File: src/pkg/lusp_pkg.sv
// Package of constants, types and register map for the UDP sample packetizer.
package lusp_pkg;

   // Register indices on the plain register port (word addresses).
   localparam logic [3:0] REG_CTRL     = 4'h0;
   localparam logic [3:0] REG_PORT     = 4'h1;
   localparam logic [3:0] REG_HOSTIP   = 4'h2;
   localparam logic [3:0] REG_RATE     = 4'h3;
   localparam logic [3:0] REG_STATUS   = 4'h4;
   localparam logic [3:0] REG_IRQSTAT  = 4'h5;
   localparam logic [3:0] REG_IRQMASK  = 4'h6;
   localparam logic [3:0] REG_PKTCNT   = 4'h7;

   // Control register field positions.
   localparam int CTRL_START_BIT  = 0;
   localparam int CTRL_LITTLE_BIT = 1;
   localparam int CTRL_CKSUM_BIT  = 2;
   localparam int CTRL_CONT_LSB   = 4;
   localparam int CTRL_LEN_LSB    = 8;

   // Reset values.
   localparam logic [15:0] PORT_RESET = 16'h0749;
   localparam logic [31:0] CTRL_RESET = 32'h0000_0000;

   // Header field positions.
   localparam int HDR_CNT_LSB  = 0;
   localparam int HDR_CONT_LSB = 8;
   localparam int HDR_LEN_LSB  = 12;
   localparam int HDR_RATE_LSB = 16;
   localparam int HDR_OVL_BIT  = 24;
   localparam int HDR_ERR_BIT  = 25;
   localparam int HDR_LE_BIT   = 28;
   localparam int HDR_CK_BIT   = 29;

   // Payload sizes in bytes per length code.
   localparam logic [10:0] LEN_BYTES_0 = 11'd1024;
   localparam int          HDR_BYTES   = 4;
   localparam logic [4:0]  RATE_MAX    = 5'd31;

   // Clocks per base sample period: 250 MHz down to 1.25 MHz.
   localparam logic [7:0]  BASE_DIV    = 8'd200;

   // Interrupt status bits.
   localparam int IRQ_PKT_DONE = 0;
   localparam int IRQ_DROP     = 1;

   typedef enum logic [1:0] {
      ST_IDLE = 2'b00,
      ST_HDR  = 2'b01,
      ST_DATA = 2'b10
   } lusp_state_e;

   typedef struct packed {
      logic [31:0] x;
      logic [31:0] y;
      logic [31:0] r;
      logic [31:0] th;
   } lusp_sample_s;

   typedef struct packed {
      logic [7:0] data;
      logic       first;
      logic       last;
   } lusp_byte_s;

   typedef struct packed {
      logic inOvl;
      logic syncOvl;
      logic syncOn;
      logic outOvl;
      logic pllUnlock;
      logic syncRange;
   } lusp_cond_s;

endpackage

File: src/design/lusp_byte_sel.sv
// Byte selector: picks one byte of a word in big or little-endian order.
`timescale 1ns/1ps
module lusp_byte_sel (
   // Word and position
   input  wire logic [31:0] word,
   input  wire logic [1:0]  idx,
   input  wire logic        isInt,
   input  wire logic        little,
   // Selected byte
   output      logic [7:0]  byteOut
);
   logic [1:0] pos;

   // Big-endian sends MSB first; little reverses bytes within each word.
   always_comb begin
      if (isInt) begin
         // 16-bit word sits in low half: big is B1 B0, little B0 B1.
         pos = little ? {1'b0, idx[0]} : {1'b0, ~idx[0]};  // [RQ4] [RQ5]
      end else begin
         pos = little ? idx : ~idx;                        // [RQ4] [RQ5]
      end
      byteOut = word[pos*8 +: 8];
   end
endmodule

File: src/design/lusp_rate_div.sv
// Sample tick generator: base 1.25 MHz divided by two to the power N.
`timescale 1ns/1ps
module lusp_rate_div (
   // Clock and reset
   input  wire logic       clk,
   input  wire logic       arst_n,
   // Rate code
   input  wire logic [4:0] rateN,
   // Tick
   output      logic       tick
);
   import lusp_pkg::*;
   logic [7:0]  baseCnt_q;
   logic [30:0] subCnt_q;
   logic        baseTick;

   assign baseTick = (baseCnt_q == BASE_DIV - 8'd1);
   assign tick = baseTick && ((subCnt_q & ((31'd1 << rateN) - 31'd1)) == '0);

   always_ff @(posedge clk or negedge arst_n) begin
      if (!arst_n) begin
         baseCnt_q <= 8'h00;
      end else begin
         baseCnt_q <= baseTick ? 8'h00 : baseCnt_q + 8'd1;
      end
   end

   always_ff @(posedge clk or negedge arst_n) begin
      if (!arst_n) begin
         subCnt_q <= 31'h0;
      end else if (baseTick) begin
         subCnt_q <= subCnt_q + 31'd1;
      end
   end
endmodule

File: src/design/lusp_packetizer.sv
// UDP sample packetizer: frames lock-in samples behind a 32-bit header.
// Behaviour
// (RQ1) Packets go to the host address that issued the start command.
// (RQ2) Destination port defaults to 1865 unless reprogrammed.
// (RQ3) Packet is 4-byte header plus 128 to 1024 payload bytes.
// (RQ4) Big-endian sends words and halfwords most significant byte first.
// (RQ5) Little-endian reverses bytes within each word, never bits.
// (RQ6) Header is always sent big-endian.
// (RQ7) With checksum on, an errored packet is dropped whole.
// (RQ8) Header bits 7:0 count packets modulo 256.
// (RQ9) Header bits 11:8 give content code, floats 0-3, integers 4-7.
// (RQ10) Header bits 15:12 give length code 0..3 for 1024..128 bytes.
// (RQ11) Header bits 23:16 hold rate exponent N, 0 to 31.
// (RQ12) Bit 24 flags overload existing at packet start.
// (RQ13) Bit 25 flags unlock or sync out-of-range at packet start.
// (RQ14) Bit 28 is one for little-endian payload.
// (RQ15) Bit 29 is one when checksumming is enabled.
// (RQ16) Payload interleaves X, Y, R, theta per sample, unselected dropped.
// (RQ17) Receiver swaps floats by four bytes and integers by two.
// (RQ18) Host should choose small packets at low rates.
// (RQ19) Header bits 26, 27, 30, 31 are always zero.
//
// Local design decisions: the address-and-strobe port and the register offsets.
`timescale 1ns/1ps
module lusp_packetizer (
   // Clock and reset
   input  wire logic                 clk,
   input  wire logic                 arst_n,
   // Register port
   input  wire logic [3:0]           regAddr,
   input  wire logic [31:0]          regWdata,
   input  wire logic                 regWr,
   input  wire logic                 regRd,
   output      logic [31:0]          regRdata,
   // Sample input and status conditions
   input  wire lusp_pkg::lusp_sample_s sample,
   input  wire lusp_pkg::lusp_cond_s   cond,
   // Command source address
   input  wire logic [31:0]          cmdSrcIp,
   // Outgoing byte stream
   output      lusp_pkg::lusp_byte_s txByte,
   output      logic                 txValid,
   input  wire logic                 txReady,
   output      logic [31:0]          txDstIp,
   output      logic [15:0]          txDstPort,
   output      logic                 txCksumEn,
   input  wire logic                 txErr,
   output      logic                 txDrop,
   // Interrupt
   output      logic                 irq
);
   import lusp_pkg::*;

   logic [31:0]  ctrl_q;
   logic [15:0]  port_q;
   logic [31:0]  hostIp_q;
   logic [4:0]   rate_q;
   logic [1:0]   irqStat_q;
   logic [1:0]   irqMask_q;
   logic [7:0]   pktCnt_q;
   logic [31:0]  hdr_q;
   lusp_state_e  state_q;
   logic [10:0]  byteCnt_q;
   logic [10:0]  payLen_q;
   logic [1:0]   chan_q;
   logic [1:0]   bIdx_q;
   logic [31:0]  word_q;
   lusp_sample_s hold_q;
   logic         pend_q;
   logic         errSeen_q;
   logic         tick;
   logic [7:0]   selByte;
   logic         isInt;
   logic [3:0]   chanMask;
   logic [1:0]   wordBytes;
   logic         xfer;
   logic         lastByte;
   logic         pktDone;
   logic [2:0]   content;
   logic [1:0]   lenCode;
   logic         started;

   function automatic logic [3:0] chan_mask(input logic [1:0] c);
      case (c)
         2'd0:    chan_mask = 4'b0001;
         2'd1:    chan_mask = 4'b0011;
         2'd2:    chan_mask = 4'b1100;
         default: chan_mask = 4'b1111;
      endcase
   endfunction

   function automatic logic [1:0] next_chan(input logic [3:0] m,
                                            input logic [1:0] c);
      logic [1:0] n;
      n = c;
      // Lowest selected channel above c, or c itself when c ends a sample.
      for (int i = 3; i >= 1; i--) begin
         if (i > int'(c) && m[i]) begin
            n = 2'(i);
         end
      end
      next_chan = n;
   endfunction

   function automatic logic [1:0] first_chan(input logic [3:0] m);
      first_chan = m[0] ? 2'd0 : 2'd2;
   endfunction

   assign started   = ctrl_q[CTRL_START_BIT];
   assign content   = ctrl_q[CTRL_CONT_LSB +: 3];
   assign lenCode   = ctrl_q[CTRL_LEN_LSB +: 2];
   assign isInt     = content[2];
   assign chanMask  = chan_mask(content[1:0]);
   assign wordBytes = isInt ? 2'd1 : 2'd3;
   assign xfer      = txValid && txReady;
   assign lastByte  = (state_q == ST_DATA) && (byteCnt_q == payLen_q - 11'd1);
   assign pktDone   = xfer && lastByte;

   lusp_rate_div uRate (
      .clk    (clk),
      .arst_n (arst_n),
      .rateN  (rate_q),
      .tick   (tick)
   );

   lusp_byte_sel uSel (
      .word    (state_q == ST_HDR ? hdr_q : word_q),
      .idx     (bIdx_q),
      .isInt   (state_q == ST_HDR ? 1'b0 : isInt),
      .little  (state_q == ST_HDR ? 1'b0 : ctrl_q[CTRL_LITTLE_BIT]), // [RQ6]
      .byteOut (selByte)
   );

   // Register writes.
   always_ff @(posedge clk or negedge arst_n) begin
      if (!arst_n) begin
         ctrl_q    <= CTRL_RESET;
         port_q    <= PORT_RESET;                                  // [RQ2]
         hostIp_q  <= 32'h0;
         rate_q    <= 5'h0;
         irqMask_q <= 2'h0;
      end else if (regWr) begin
         case (regAddr)
            REG_CTRL: begin
               ctrl_q <= regWdata;
               if (regWdata[CTRL_START_BIT] && !started) begin
                  hostIp_q <= cmdSrcIp;                            // [RQ1]
               end
            end
            REG_PORT:    port_q    <= regWdata[15:0];              // [RQ2]
            REG_RATE:    rate_q    <= (regWdata[4:0] > RATE_MAX) ?
                                      RATE_MAX : regWdata[4:0];    // [RQ11]
            REG_IRQMASK: irqMask_q <= regWdata[1:0];
            default: ;
         endcase
      end
   end

   // Interrupt status: hardware set wins over write-one-to-clear.
   always_ff @(posedge clk or negedge arst_n) begin
      if (!arst_n) begin
         irqStat_q <= 2'h0;
      end else begin
         irqStat_q <= (irqStat_q & ~((regWr && regAddr == REG_IRQSTAT) ?
                       regWdata[1:0] : 2'h0))
                    | {txDrop, pktDone && !txDrop};
      end
   end
   assign irq = |(irqStat_q & irqMask_q);

   // Read data, valid the cycle after the strobe.
   always_ff @(posedge clk or negedge arst_n) begin
      if (!arst_n) begin
         regRdata <= 32'h0;
      end else if (regRd) begin
         case (regAddr)
            REG_CTRL:    regRdata <= ctrl_q;
            REG_PORT:    regRdata <= {16'h0, port_q};
            REG_HOSTIP:  regRdata <= hostIp_q;
            REG_RATE:    regRdata <= {27'h0, rate_q};
            REG_STATUS:  regRdata <= {29'h0, state_q, pend_q};
            REG_IRQSTAT: regRdata <= {30'h0, irqStat_q};
            REG_IRQMASK: regRdata <= {30'h0, irqMask_q};
            REG_PKTCNT:  regRdata <= {24'h0, pktCnt_q};
            default:     regRdata <= 32'h0;
         endcase
      end else begin
         regRdata <= 32'h0;
      end
   end

   // Sample capture: latest sample waits until the stream takes it.
   always_ff @(posedge clk or negedge arst_n) begin
      if (!arst_n) begin
         hold_q <= '0;
         pend_q <= 1'b0;
      end else if (tick && started) begin
         hold_q <= sample;
         pend_q <= 1'b1;
      end else if (xfer && state_q == ST_DATA && bIdx_q == wordBytes &&
                   chan_q == next_chan(chanMask, chan_q)) begin
         pend_q <= 1'b0;
      end
   end

   // Packet framing state machine.
   always_ff @(posedge clk or negedge arst_n) begin
      if (!arst_n) begin
         state_q   <= ST_IDLE;
         hdr_q     <= 32'h0;
         byteCnt_q <= 11'h0;
         payLen_q  <= LEN_BYTES_0;
         bIdx_q    <= 2'h0;
         chan_q    <= 2'h0;
      end else begin
         case (state_q)
            ST_IDLE: begin
               if (started && pend_q) begin
                  hdr_q <= '0;                                     // [RQ19]
                  hdr_q[HDR_CNT_LSB  +: 8] <= pktCnt_q;            // [RQ8]
                  hdr_q[HDR_CONT_LSB +: 4] <= {1'b0, content};     // [RQ9]
                  hdr_q[HDR_LEN_LSB  +: 4] <= {2'b00, lenCode};    // [RQ10]
                  hdr_q[HDR_RATE_LSB +: 8] <= {3'b000, rate_q};    // [RQ11]
                  hdr_q[HDR_OVL_BIT] <= cond.inOvl ||
                     (cond.syncOn && cond.syncOvl) ||
                     (isInt && cond.outOvl);                       // [RQ12]
                  hdr_q[HDR_ERR_BIT] <= cond.pllUnlock ||
                     cond.syncRange;                               // [RQ13]
                  hdr_q[HDR_LE_BIT] <= ctrl_q[CTRL_LITTLE_BIT];    // [RQ14]
                  hdr_q[HDR_CK_BIT] <= ctrl_q[CTRL_CKSUM_BIT];     // [RQ15]
                  payLen_q <= LEN_BYTES_0 >> lenCode;              // [RQ3]
                  bIdx_q   <= 2'h0;
                  state_q  <= ST_HDR;
               end
            end
            ST_HDR: begin
               if (xfer) begin
                  bIdx_q <= bIdx_q + 2'd1;
                  if (bIdx_q == 2'd3) begin                        // [RQ3]
                     state_q   <= ST_DATA;
                     byteCnt_q <= 11'h0;
                     chan_q    <= first_chan(chanMask);
                     bIdx_q    <= 2'h0;
                  end
               end
            end
            ST_DATA: begin
               if (xfer) begin
                  byteCnt_q <= byteCnt_q + 11'd1;
                  bIdx_q    <= (bIdx_q == wordBytes) ? 2'h0 : bIdx_q + 2'd1;
                  if (bIdx_q == wordBytes) begin
                     chan_q <= (next_chan(chanMask, chan_q) == chan_q) ?
                               first_chan(chanMask) :
                               next_chan(chanMask, chan_q);        // [RQ16]
                  end
                  if (lastByte) begin
                     state_q <= ST_IDLE;
                  end
               end
            end
            default: state_q <= ST_IDLE;
         endcase
      end
   end

   // Channel word for the current byte, integers in the low half.
   always_comb begin
      case (chan_q)
         2'd0:    word_q = hold_q.x;
         2'd1:    word_q = hold_q.y;
         2'd2:    word_q = hold_q.r;
         default: word_q = hold_q.th;
      endcase
   end

   // Packet counter advances once per packet sent.
   always_ff @(posedge clk or negedge arst_n) begin
      if (!arst_n) begin
         pktCnt_q <= 8'h00;
      end else if (pktDone) begin
         pktCnt_q <= pktCnt_q + 8'd1;                              // [RQ8]
      end
   end

   // Any error seen during a checked packet drops it whole at the end.
   always_ff @(posedge clk or negedge arst_n) begin
      if (!arst_n) begin
         errSeen_q <= 1'b0;
      end else if (state_q == ST_IDLE) begin
         errSeen_q <= 1'b0;
      end else if (txErr && ctrl_q[CTRL_CKSUM_BIT]) begin
         errSeen_q <= 1'b1;                                        // [RQ7]
      end
   end
   assign txDrop = pktDone && ctrl_q[CTRL_CKSUM_BIT] &&
                   (errSeen_q || txErr);                           // [RQ7]

   assign txValid      = (state_q == ST_HDR) ||
                         (state_q == ST_DATA && pend_q);
   assign txByte.data  = selByte;
   assign txByte.first = (state_q == ST_HDR) && (bIdx_q == 2'd0);
   assign txByte.last  = lastByte;
   assign txDstIp      = hostIp_q;                                 // [RQ1]
   assign txDstPort    = port_q;                                   // [RQ2]
   assign txCksumEn    = ctrl_q[CTRL_CKSUM_BIT];                   // [RQ7]

   a_hdr_zero_bits: assert property (@(posedge clk) disable iff (!arst_n)
      state_q == ST_HDR |-> hdr_q[27:26] == 2'b00 && hdr_q[31:30] == 2'b00)
      else $error("reserved header bits not zero"); // [RQ19]
   a_hdr_le_flag: assert property (@(posedge clk) disable iff (!arst_n)
      state_q == ST_HDR |-> hdr_q[HDR_LE_BIT] == ctrl_q[CTRL_LITTLE_BIT])
      else $error("little-end flag wrong"); // [RQ14]
   a_hdr_ck_flag: assert property (@(posedge clk) disable iff (!arst_n)
      state_q == ST_HDR |-> hdr_q[HDR_CK_BIT] == ctrl_q[CTRL_CKSUM_BIT])
      else $error("checksum flag wrong"); // [RQ15]
   a_pkt_count_step: assert property (@(posedge clk) disable iff (!arst_n)
      pktDone |=> pktCnt_q == $past(pktCnt_q) + 8'd1)
      else $error("packet counter did not step"); // [RQ8]
   a_hdr_first_byte: assert property (@(posedge clk) disable iff (!arst_n)
      txByte.first |-> txByte.data == hdr_q[31:24])
      else $error("header not big-endian"); // [RQ6]
   a_pay_len_code: assert property (@(posedge clk) disable iff (!arst_n)
      state_q == ST_DATA |-> payLen_q == (LEN_BYTES_0 >> hdr_q[13:12]))
      else $error("payload length mismatch"); // [RQ10]
   a_drop_needs_ck: assert property (@(posedge clk) disable iff (!arst_n)
      txDrop |-> ctrl_q[CTRL_CKSUM_BIT] && lastByte)
      else $error("drop outside checked packet end"); // [RQ7]
   a_dst_port_held: assert property (@(posedge clk) disable iff (!arst_n)
      !(regWr && regAddr == REG_PORT) |=> txDstPort == $past(txDstPort))
      else $error("port changed without write"); // [RQ2]
   a_rate_range: assert property (@(posedge clk) disable iff (!arst_n)
      state_q == ST_HDR |-> hdr_q[23:21] == 3'b000)
      else $error("rate code above 31"); // [RQ11]
   a_hdr_four_bytes: assert property (@(posedge clk) disable iff (!arst_n)
      state_q == ST_HDR && xfer && bIdx_q == 2'd3 |=> state_q == ST_DATA)
      else $error("header not four bytes"); // [RQ3]

   c_packet_done: cover property (@(posedge clk) disable iff (!arst_n)
      pktDone);
   c_packet_drop: cover property (@(posedge clk) disable iff (!arst_n)
      txDrop);
   c_little_pkt: cover property (@(posedge clk) disable iff (!arst_n)
      pktDone && ctrl_q[CTRL_LITTLE_BIT]);
endmodule

File: config.mk
export PLATFORM = sky130hd
export DESIGN_NAME = lusp_packetizer
export DESIGN_NICKNAME = d
export VERILOG_FILES = /design/src/pkg/lusp_pkg.sv /design/src/design/lusp_byte_sel.sv /design/src/design/lusp_rate_div.sv /design/src/design/lusp_packetizer.sv
export SDC_FILE = /design/constraint.sdc
export NUM_CORES = 1
export LEC_CHECK = 0
export BUFFER_PORTS_ARGS = -buffer_cell sky130_fd_sc_hd__buf_2
export CAP_MARGIN = 10
export CORE_MARGIN = 1
export CORE_UTILIZATION = 55
export DETAILED_ROUTE_END_ITERATION = 7
export GPL_TIMING_DRIVEN = 0
export MAX_ROUTING_LAYER = met4
export PLACE_DENSITY_LB_ADDON = 0.3
export SKIP_CTS_REPAIR_TIMING = 1
export SLEW_MARGIN = 20
export SYNTH_ARGS = -nofsm -noshare
export SYNTH_HDL_FRONTEND = slang
export SYNTH_SLANG_ARGS = --single-unit
export TNS_END_PERCENT = 1
File: constraint.sdc
create_clock -name clk -period 5.7 [get_ports clk]
set_input_delay 0.285 -clock clk [delete_from_list [all_inputs] [get_ports clk]]
set_output_delay 0.285 -clock clk [all_outputs]
set_load 0.05 [all_outputs]
# [Yosys cells after proc, flatten, opt, wreduce, memory -nomap -nowiden]
# Index checks and enable logic that the tools add are counted.
[word_totals] output_inout_bits=94 wordCells=166 in_bits=208 reg_bits=348
[op_classes] n_reduce_logical=50 n_eq_ne=25 n_addsub=7 n_mux=48 n_lt_le_gt_ge=4 n_shift=3 bitwise=7
[op_table] cell="$pmux 32 s8" count=1
[op_table] cell="$pmux 32 s3" count=1
[op_table] cell="$mux 32" count=2
[op_table] cell="$mux 2" count=27
[op_table] cell="$mux 11" count=3
[op_table] cell="$shiftx 32x6->8" count=1
[op_table] cell="$add 31x1->31 const B" count=1
[op_table] cell="$and 31x31->31" count=1
[op_table] cell="$logic_not 31->1" count=1
[op_table] cell="$shl 1x5->31 const A" count=1
[op_table] cell="$sub 31x1->31 const B" count=1
[op_table] cell="$logic_and 1x1->1" count=22
[op_table] cell="$pmux 11 s2" count=1
[op_table] cell="$add 8x1->8 const B" count=2
[op_table] cell="$eq 4x3->1 const B" count=4
[op_table] cell="$pmux 2 s3" count=2
[op_table] cell="$pmux 4 s3" count=1
[op_table] cell="$add 11x1->11 const B" count=1
[op_table] cell="$eq 11x11->1" count=1
[op_table] cell="$shr 11x2->11 const A" count=1
[op_table] cell="$sub 11x1->11 const B" count=1
[op_table] cell="$ne 2x2->1 const B" count=5
[op_table] cell="$reduce_and 2->1" count=5
[op_table] cell="$reduce_and 5->1" count=2
[op_table] cell="other kinds (28)" count=56

# [Depth between registers and ports, before layout]
[depth] ltp_word=14 ltp_mapped=15

# [By module]
# From an unflattened synthesis, not the netlist that was laid out.
[unflattened] hier_cells=1305 hier_area_um2=16200.5
[by_module_without_submodules] module="lusp_packetizer" seq_area_each_um2=7566.0 instances=1 area_per_inst_um2=13396.6 cells_per_inst=999
[by_module_without_submodules] module="lusp_rate_div" seq_area_each_um2=975.9 instances=1 area_per_inst_um2=2577.5 cells_per_inst=295
[by_module_without_submodules] module="lusp_byte_sel" seq_area_each_um2=0.0 instances=1 area_per_inst_um2=226.5 cells_per_inst=11

# [Worst setup path after synthesis]
# Ideal clock, no wire load.
[synth_path] path_kind="register to register" start="register rate_q[4]" end="register hold_q[118] (netlist bit)" setup_ns=0.127 t_arrival_ns=3.270 t_required_ns=5.573 period_less_slack_ns=3.397 path_stages_with_launch=15 path_slack_ns=2.303 path_cell_list="dfrtp_1 buf_2 clkbuf_1 nor2_1 nand3_1 ha_1 clkbuf_1 buf_2 a32oi_1 o22ai_1 a2111o_1 a2111oi_4 buf_4 buf_6 mux2_1"
[synth_between] elab_chain_len=6
[synth_lines] item="start: declaration" line="lusp_packetizer.sv:57" text="logic [4:0] rate_q;"
[synth_lines] item="start signal: assignment" line="lusp_packetizer.sv:151" text="REG_RATE: rate_q <= (regWdata[4:0] > RATE_MAX) ?"
[synth_lines] item="$shl 1x5->31" line="lusp_rate_div.sv:18" text="assign tick = baseTick && ((subCnt_q & ((31'd1 << rateN) - 31'd1)) == '0);"
[synth_lines] item="$sub 31x1->31" line="lusp_rate_div.sv:18"
[synth_lines] item="$and 31x31->31" line="lusp_rate_div.sv:18"
[synth_lines] item="$logic_not 31->1" line="lusp_rate_div.sv:18"
[synth_lines] item="$logic_and 1x1->1" line="lusp_rate_div.sv:18"
[synth_lines] item="$logic_and 1x1->1" line="lusp_packetizer.sv:197" text="end else if (tick && started) begin"
[synth_lines] item="end signal: assignment" line="lusp_packetizer.sv:198" text="hold_q <= sample;"
[synth_lines] item="end: declaration" line="lusp_packetizer.sv:68" text="lusp_sample_s hold_q;"
# No other way between the ends.
# A chain may end at the register's enable or synchronous reset.

# [Worst setup path in the final report]
[layout_path] start="register rate_q[4]" end="register hold_q[123] (netlist bit)"
# The elaborated chain is that of the path after synthesis.

==> impl_metrics.ini <==
[status]
status = finished with violations
violations = hold timing

[synthesis]
synthTopCellsByCount = 334 x dfrtp_1, 137 x mux2_2, 109 x mux2_1
synth_seq_cells = 341
syn_area_per_cell_sq_um = 12.6
synth.most_common_cell = dfrtp_1
muxShareOfSynthArea = 0.231
ys_seq_area_frac = 0.533
yosys.area_share.simple = 0.0862
ys.flop_type = dfrtp_1
syn_nets = 1494
async_flop_share = 1.00
synth-xor-area-share = 0.0301
synth_area_sq_mm = 0.0160
synthTopCellsByArea = dfrtp_1 52%, mux2_2 9.6%, mux2_1 7.7%
synth_top_area_share = 0.522
synth_edf_count = 0
synth_top_family_by_area = multiplexers
synth_fa_ha_area_frac = 0.0100
yosysUniqueCellTypes = 71
synth-compound-area-share = 0.0781
syn_inst = 1274
synth.largest_area_cell = dfrtp_1
yosysWarnings = 0

[clock_network]
cts_buffers = 38
path_clk_slew_ns = 0.06
h-tree-depth = 2
cts_tree = done
cts_root_buf = clkbuf_16
clockBufferDepth = 3
cts.sinks = 341
clock_latency_ns = 0.54

[setup_path]
critPathSlowestCell = dfrtp_1
critical_path.max_stage_delay_ns = 0.43
cp_max_fo = 10
critPathArrivalTime_ns = 4.70
crit_path_end_kind = register
worstSetupPathType = reg2reg
worstReg2RegStart = rate_q[4]
startpoint_type = register
crit_required_ns = 6.09
crit_chain = buf_2, clkbuf_1, nor2_1, nand3_1, ha_1, clkbuf_1, buf_2, a21oi_1, o2111ai_1, nor4_1, o2111ai_1, a2111oi_4, buf_4, buf_6, mux2_1
crit_start = rate_q[4]

[pwr]
ir_drop_mv = 0.357
power_frac_clock = 0.403
leakagePower_nw = 10.1
power.internal_mw = 4.51
switching_share = 0.291
power.density_mw_per_mm2 = 308
power_switching_mw = 1.85
power_frac_seq = 0.424
share_comb_of_total_power = 0.173

[detailed_routing]
first_pass_iters = 5
wl_per_cell_um = 21.5
first_iter_violations = 1049
dr_total_vias = 12700
ant_nets = 0
wl_um = 46300
vias_per_cell = 5.89
drc = 0

[timing]
setup-violations-final = 0
setup_ws_ns = 1.39
setup_tns_ns = 0
tightest_slew_ns = 1.14
skew_ns = 0.0346
fmax_mhz = 232
hold_violations = 16
relSlewSlack = 0.232
rsz0062_at_grt = false
min_period_ns = 4.31
hold_ws_ns = -0.0168
period_share = 0.756
drv_slew = 0

[floorplan]
rows = 62
die_y_um = 173
ios = 302
dieWidth_um = 173
die_area_sq_mm = 0.0298
initial_core_util = 0.558
coreArea_sq_mm = 0.0287

[global_route]
grt_pass1_wl_um = 67200
grt_pass1_vias = 12200
grt_max_degree = 101
grt_usage = 0.297
antenna_found_initial = 4
grt_overflow = 0

[layout]
drive_above_1_share = 0.323
num-nets-final = 1957
syn2layout_area_growth_pct = 28.9

[placement]
routabilityCongestion = 0.909
dp_hpwl_um = 30400
port_buffers = 297
pre_cts_slack_ns = 1.51

[worst_hold_path]
min_from = sample[40]
hold_path.class = in2reg

[job]
cap_viol_max_count = 0
-- sequential cells by signal, summed over array words and instances, names as in the netlist --
signal and flops:
chan_q 2, uRate.subCnt_q 31, hold_q 128, irqMask_q 2
hdr_q 22, regRdata 32, txDstPort 16, byteCnt_q 11
irqStat_q 2, rate_q 5, payLen_q 4, ctrl_q 32
uRate.baseCnt_q 8, pktCnt_q 8, errSeen_q 1, bIdx_q 2
state_q 2, txDstIp 32, pend_q 1
-- metal layers --
layer	track usage	wire, um	up-vias
li1	-	-	5576
met1	0.386	18400	6431
met2	0.475	22900	525
met3	0.0479	2790	166
met4	0.104	2230	0
met5	-	0	-
-- cells in the final DEF (no fill, tap or decap), types with 13 or more instances in the layout --
| cell | instances |
|---|---|
| a21oi_1 | 36 |
| a22oi_1 | 30 |
| and3_1 | 15 |
| buf_2 | 309 |
| buf_6 | 13 |
| clkbuf_1 | 50 |
| clkbuf_16 | 39 |
| dfrtp_1 | 334 |
| dlygate4sd3_1 | 123 |
| inv_1 | 20 |
| mux2_1 | 109 |
| mux2_2 | 137 |
| mux2i_1 | 23 |
| mux4_2 | 31 |
| nand2_1 | 73 |
| nand2b_1 | 16 |
| nand3_1 | 28 |
| nand4_1 | 14 |
| nor2_1 | 72 |
| nor3_1 | 19 |
| o21ai_0 | 37 |
| xnor2_1 | 43 |
-- metrics by stage --
step / cell area (sq um) / total power [mW] / instances / util
after floorplan: 16000 / 3.37 / 1274 / -
after global placement: 18000 / 3.72 / 1955 / 0.626
after detailed placement: 18100 / 3.74 / 1958 / 0.630
after CTS: 19400 / 6.28 / 2027 / 0.676
after global routing: 20600 / 6.56 / 2155 / 0.719
final: 20600 / 6.35 / 2155 / 0.719
-- logic make-up after synthesis --
logic type                 after synthesis
buffers and inverters                  101
DFF                                    341
AOI/OAI and AO/OA                      183
adders and majority gates               13
xor gates and xnor gates                55
muxes                                  300
and+or+nand+nor                        281
-- path summary, 6_finish.rpt --
path,cells after the start,slack (ns),to
setup / recovery,15,1.39,hold_q[123]
hold / removal,2,-0.02,hold_q[40]
setup reg to reg,15,1.39,hold_q[123]
hold reg to reg,1,0.46,uRate.baseCnt_q[0]
max in group asynchronous,3,4.45,uRate.baseCnt_q[2]
min in group asynchronous,2,0.34,hold_q[124]
-- power groups by stage --
stage | Sequential (mW) | Clock (mW) | Combinational [mW]
after floorplan | 2.97 | 0 | 0.403
after global placement | 2.72 | 0 | 0.995
after detailed placement | 2.73 | 0 | 1.01
after CTS | 2.69 | 2.58 | 1.02
after global routing | 2.71 | 2.69 | 1.16
final | 2.69 | 2.56 | 1.10
-- area by class of cell --
cell class	count	area, sq um
flip-flops and latches	341	8540
diodes	5	12.5
multi-input cells	832	6970
fillers	1933	8070
well taps	384	480
inverters	21	78.8
clock buffers	54	1110
clock inverters	15	204
plain buffers	80	423
repair buffers	423	2810
-- worst max-delay path, delay by kind of cell, from the launching register on --
kind	cells	cell delay, ns
adder cells (fa/ha/maj)	1	0.23
AO/OA/AOI/OAI	4	0.98
multiplexers	1	0.36
buffers and inverters	6	1.50
flip-flops	1	0.43
AND/OR/NAND/NOR	3	0.67
No activity file was read; power rests on OpenSTA's default activity.
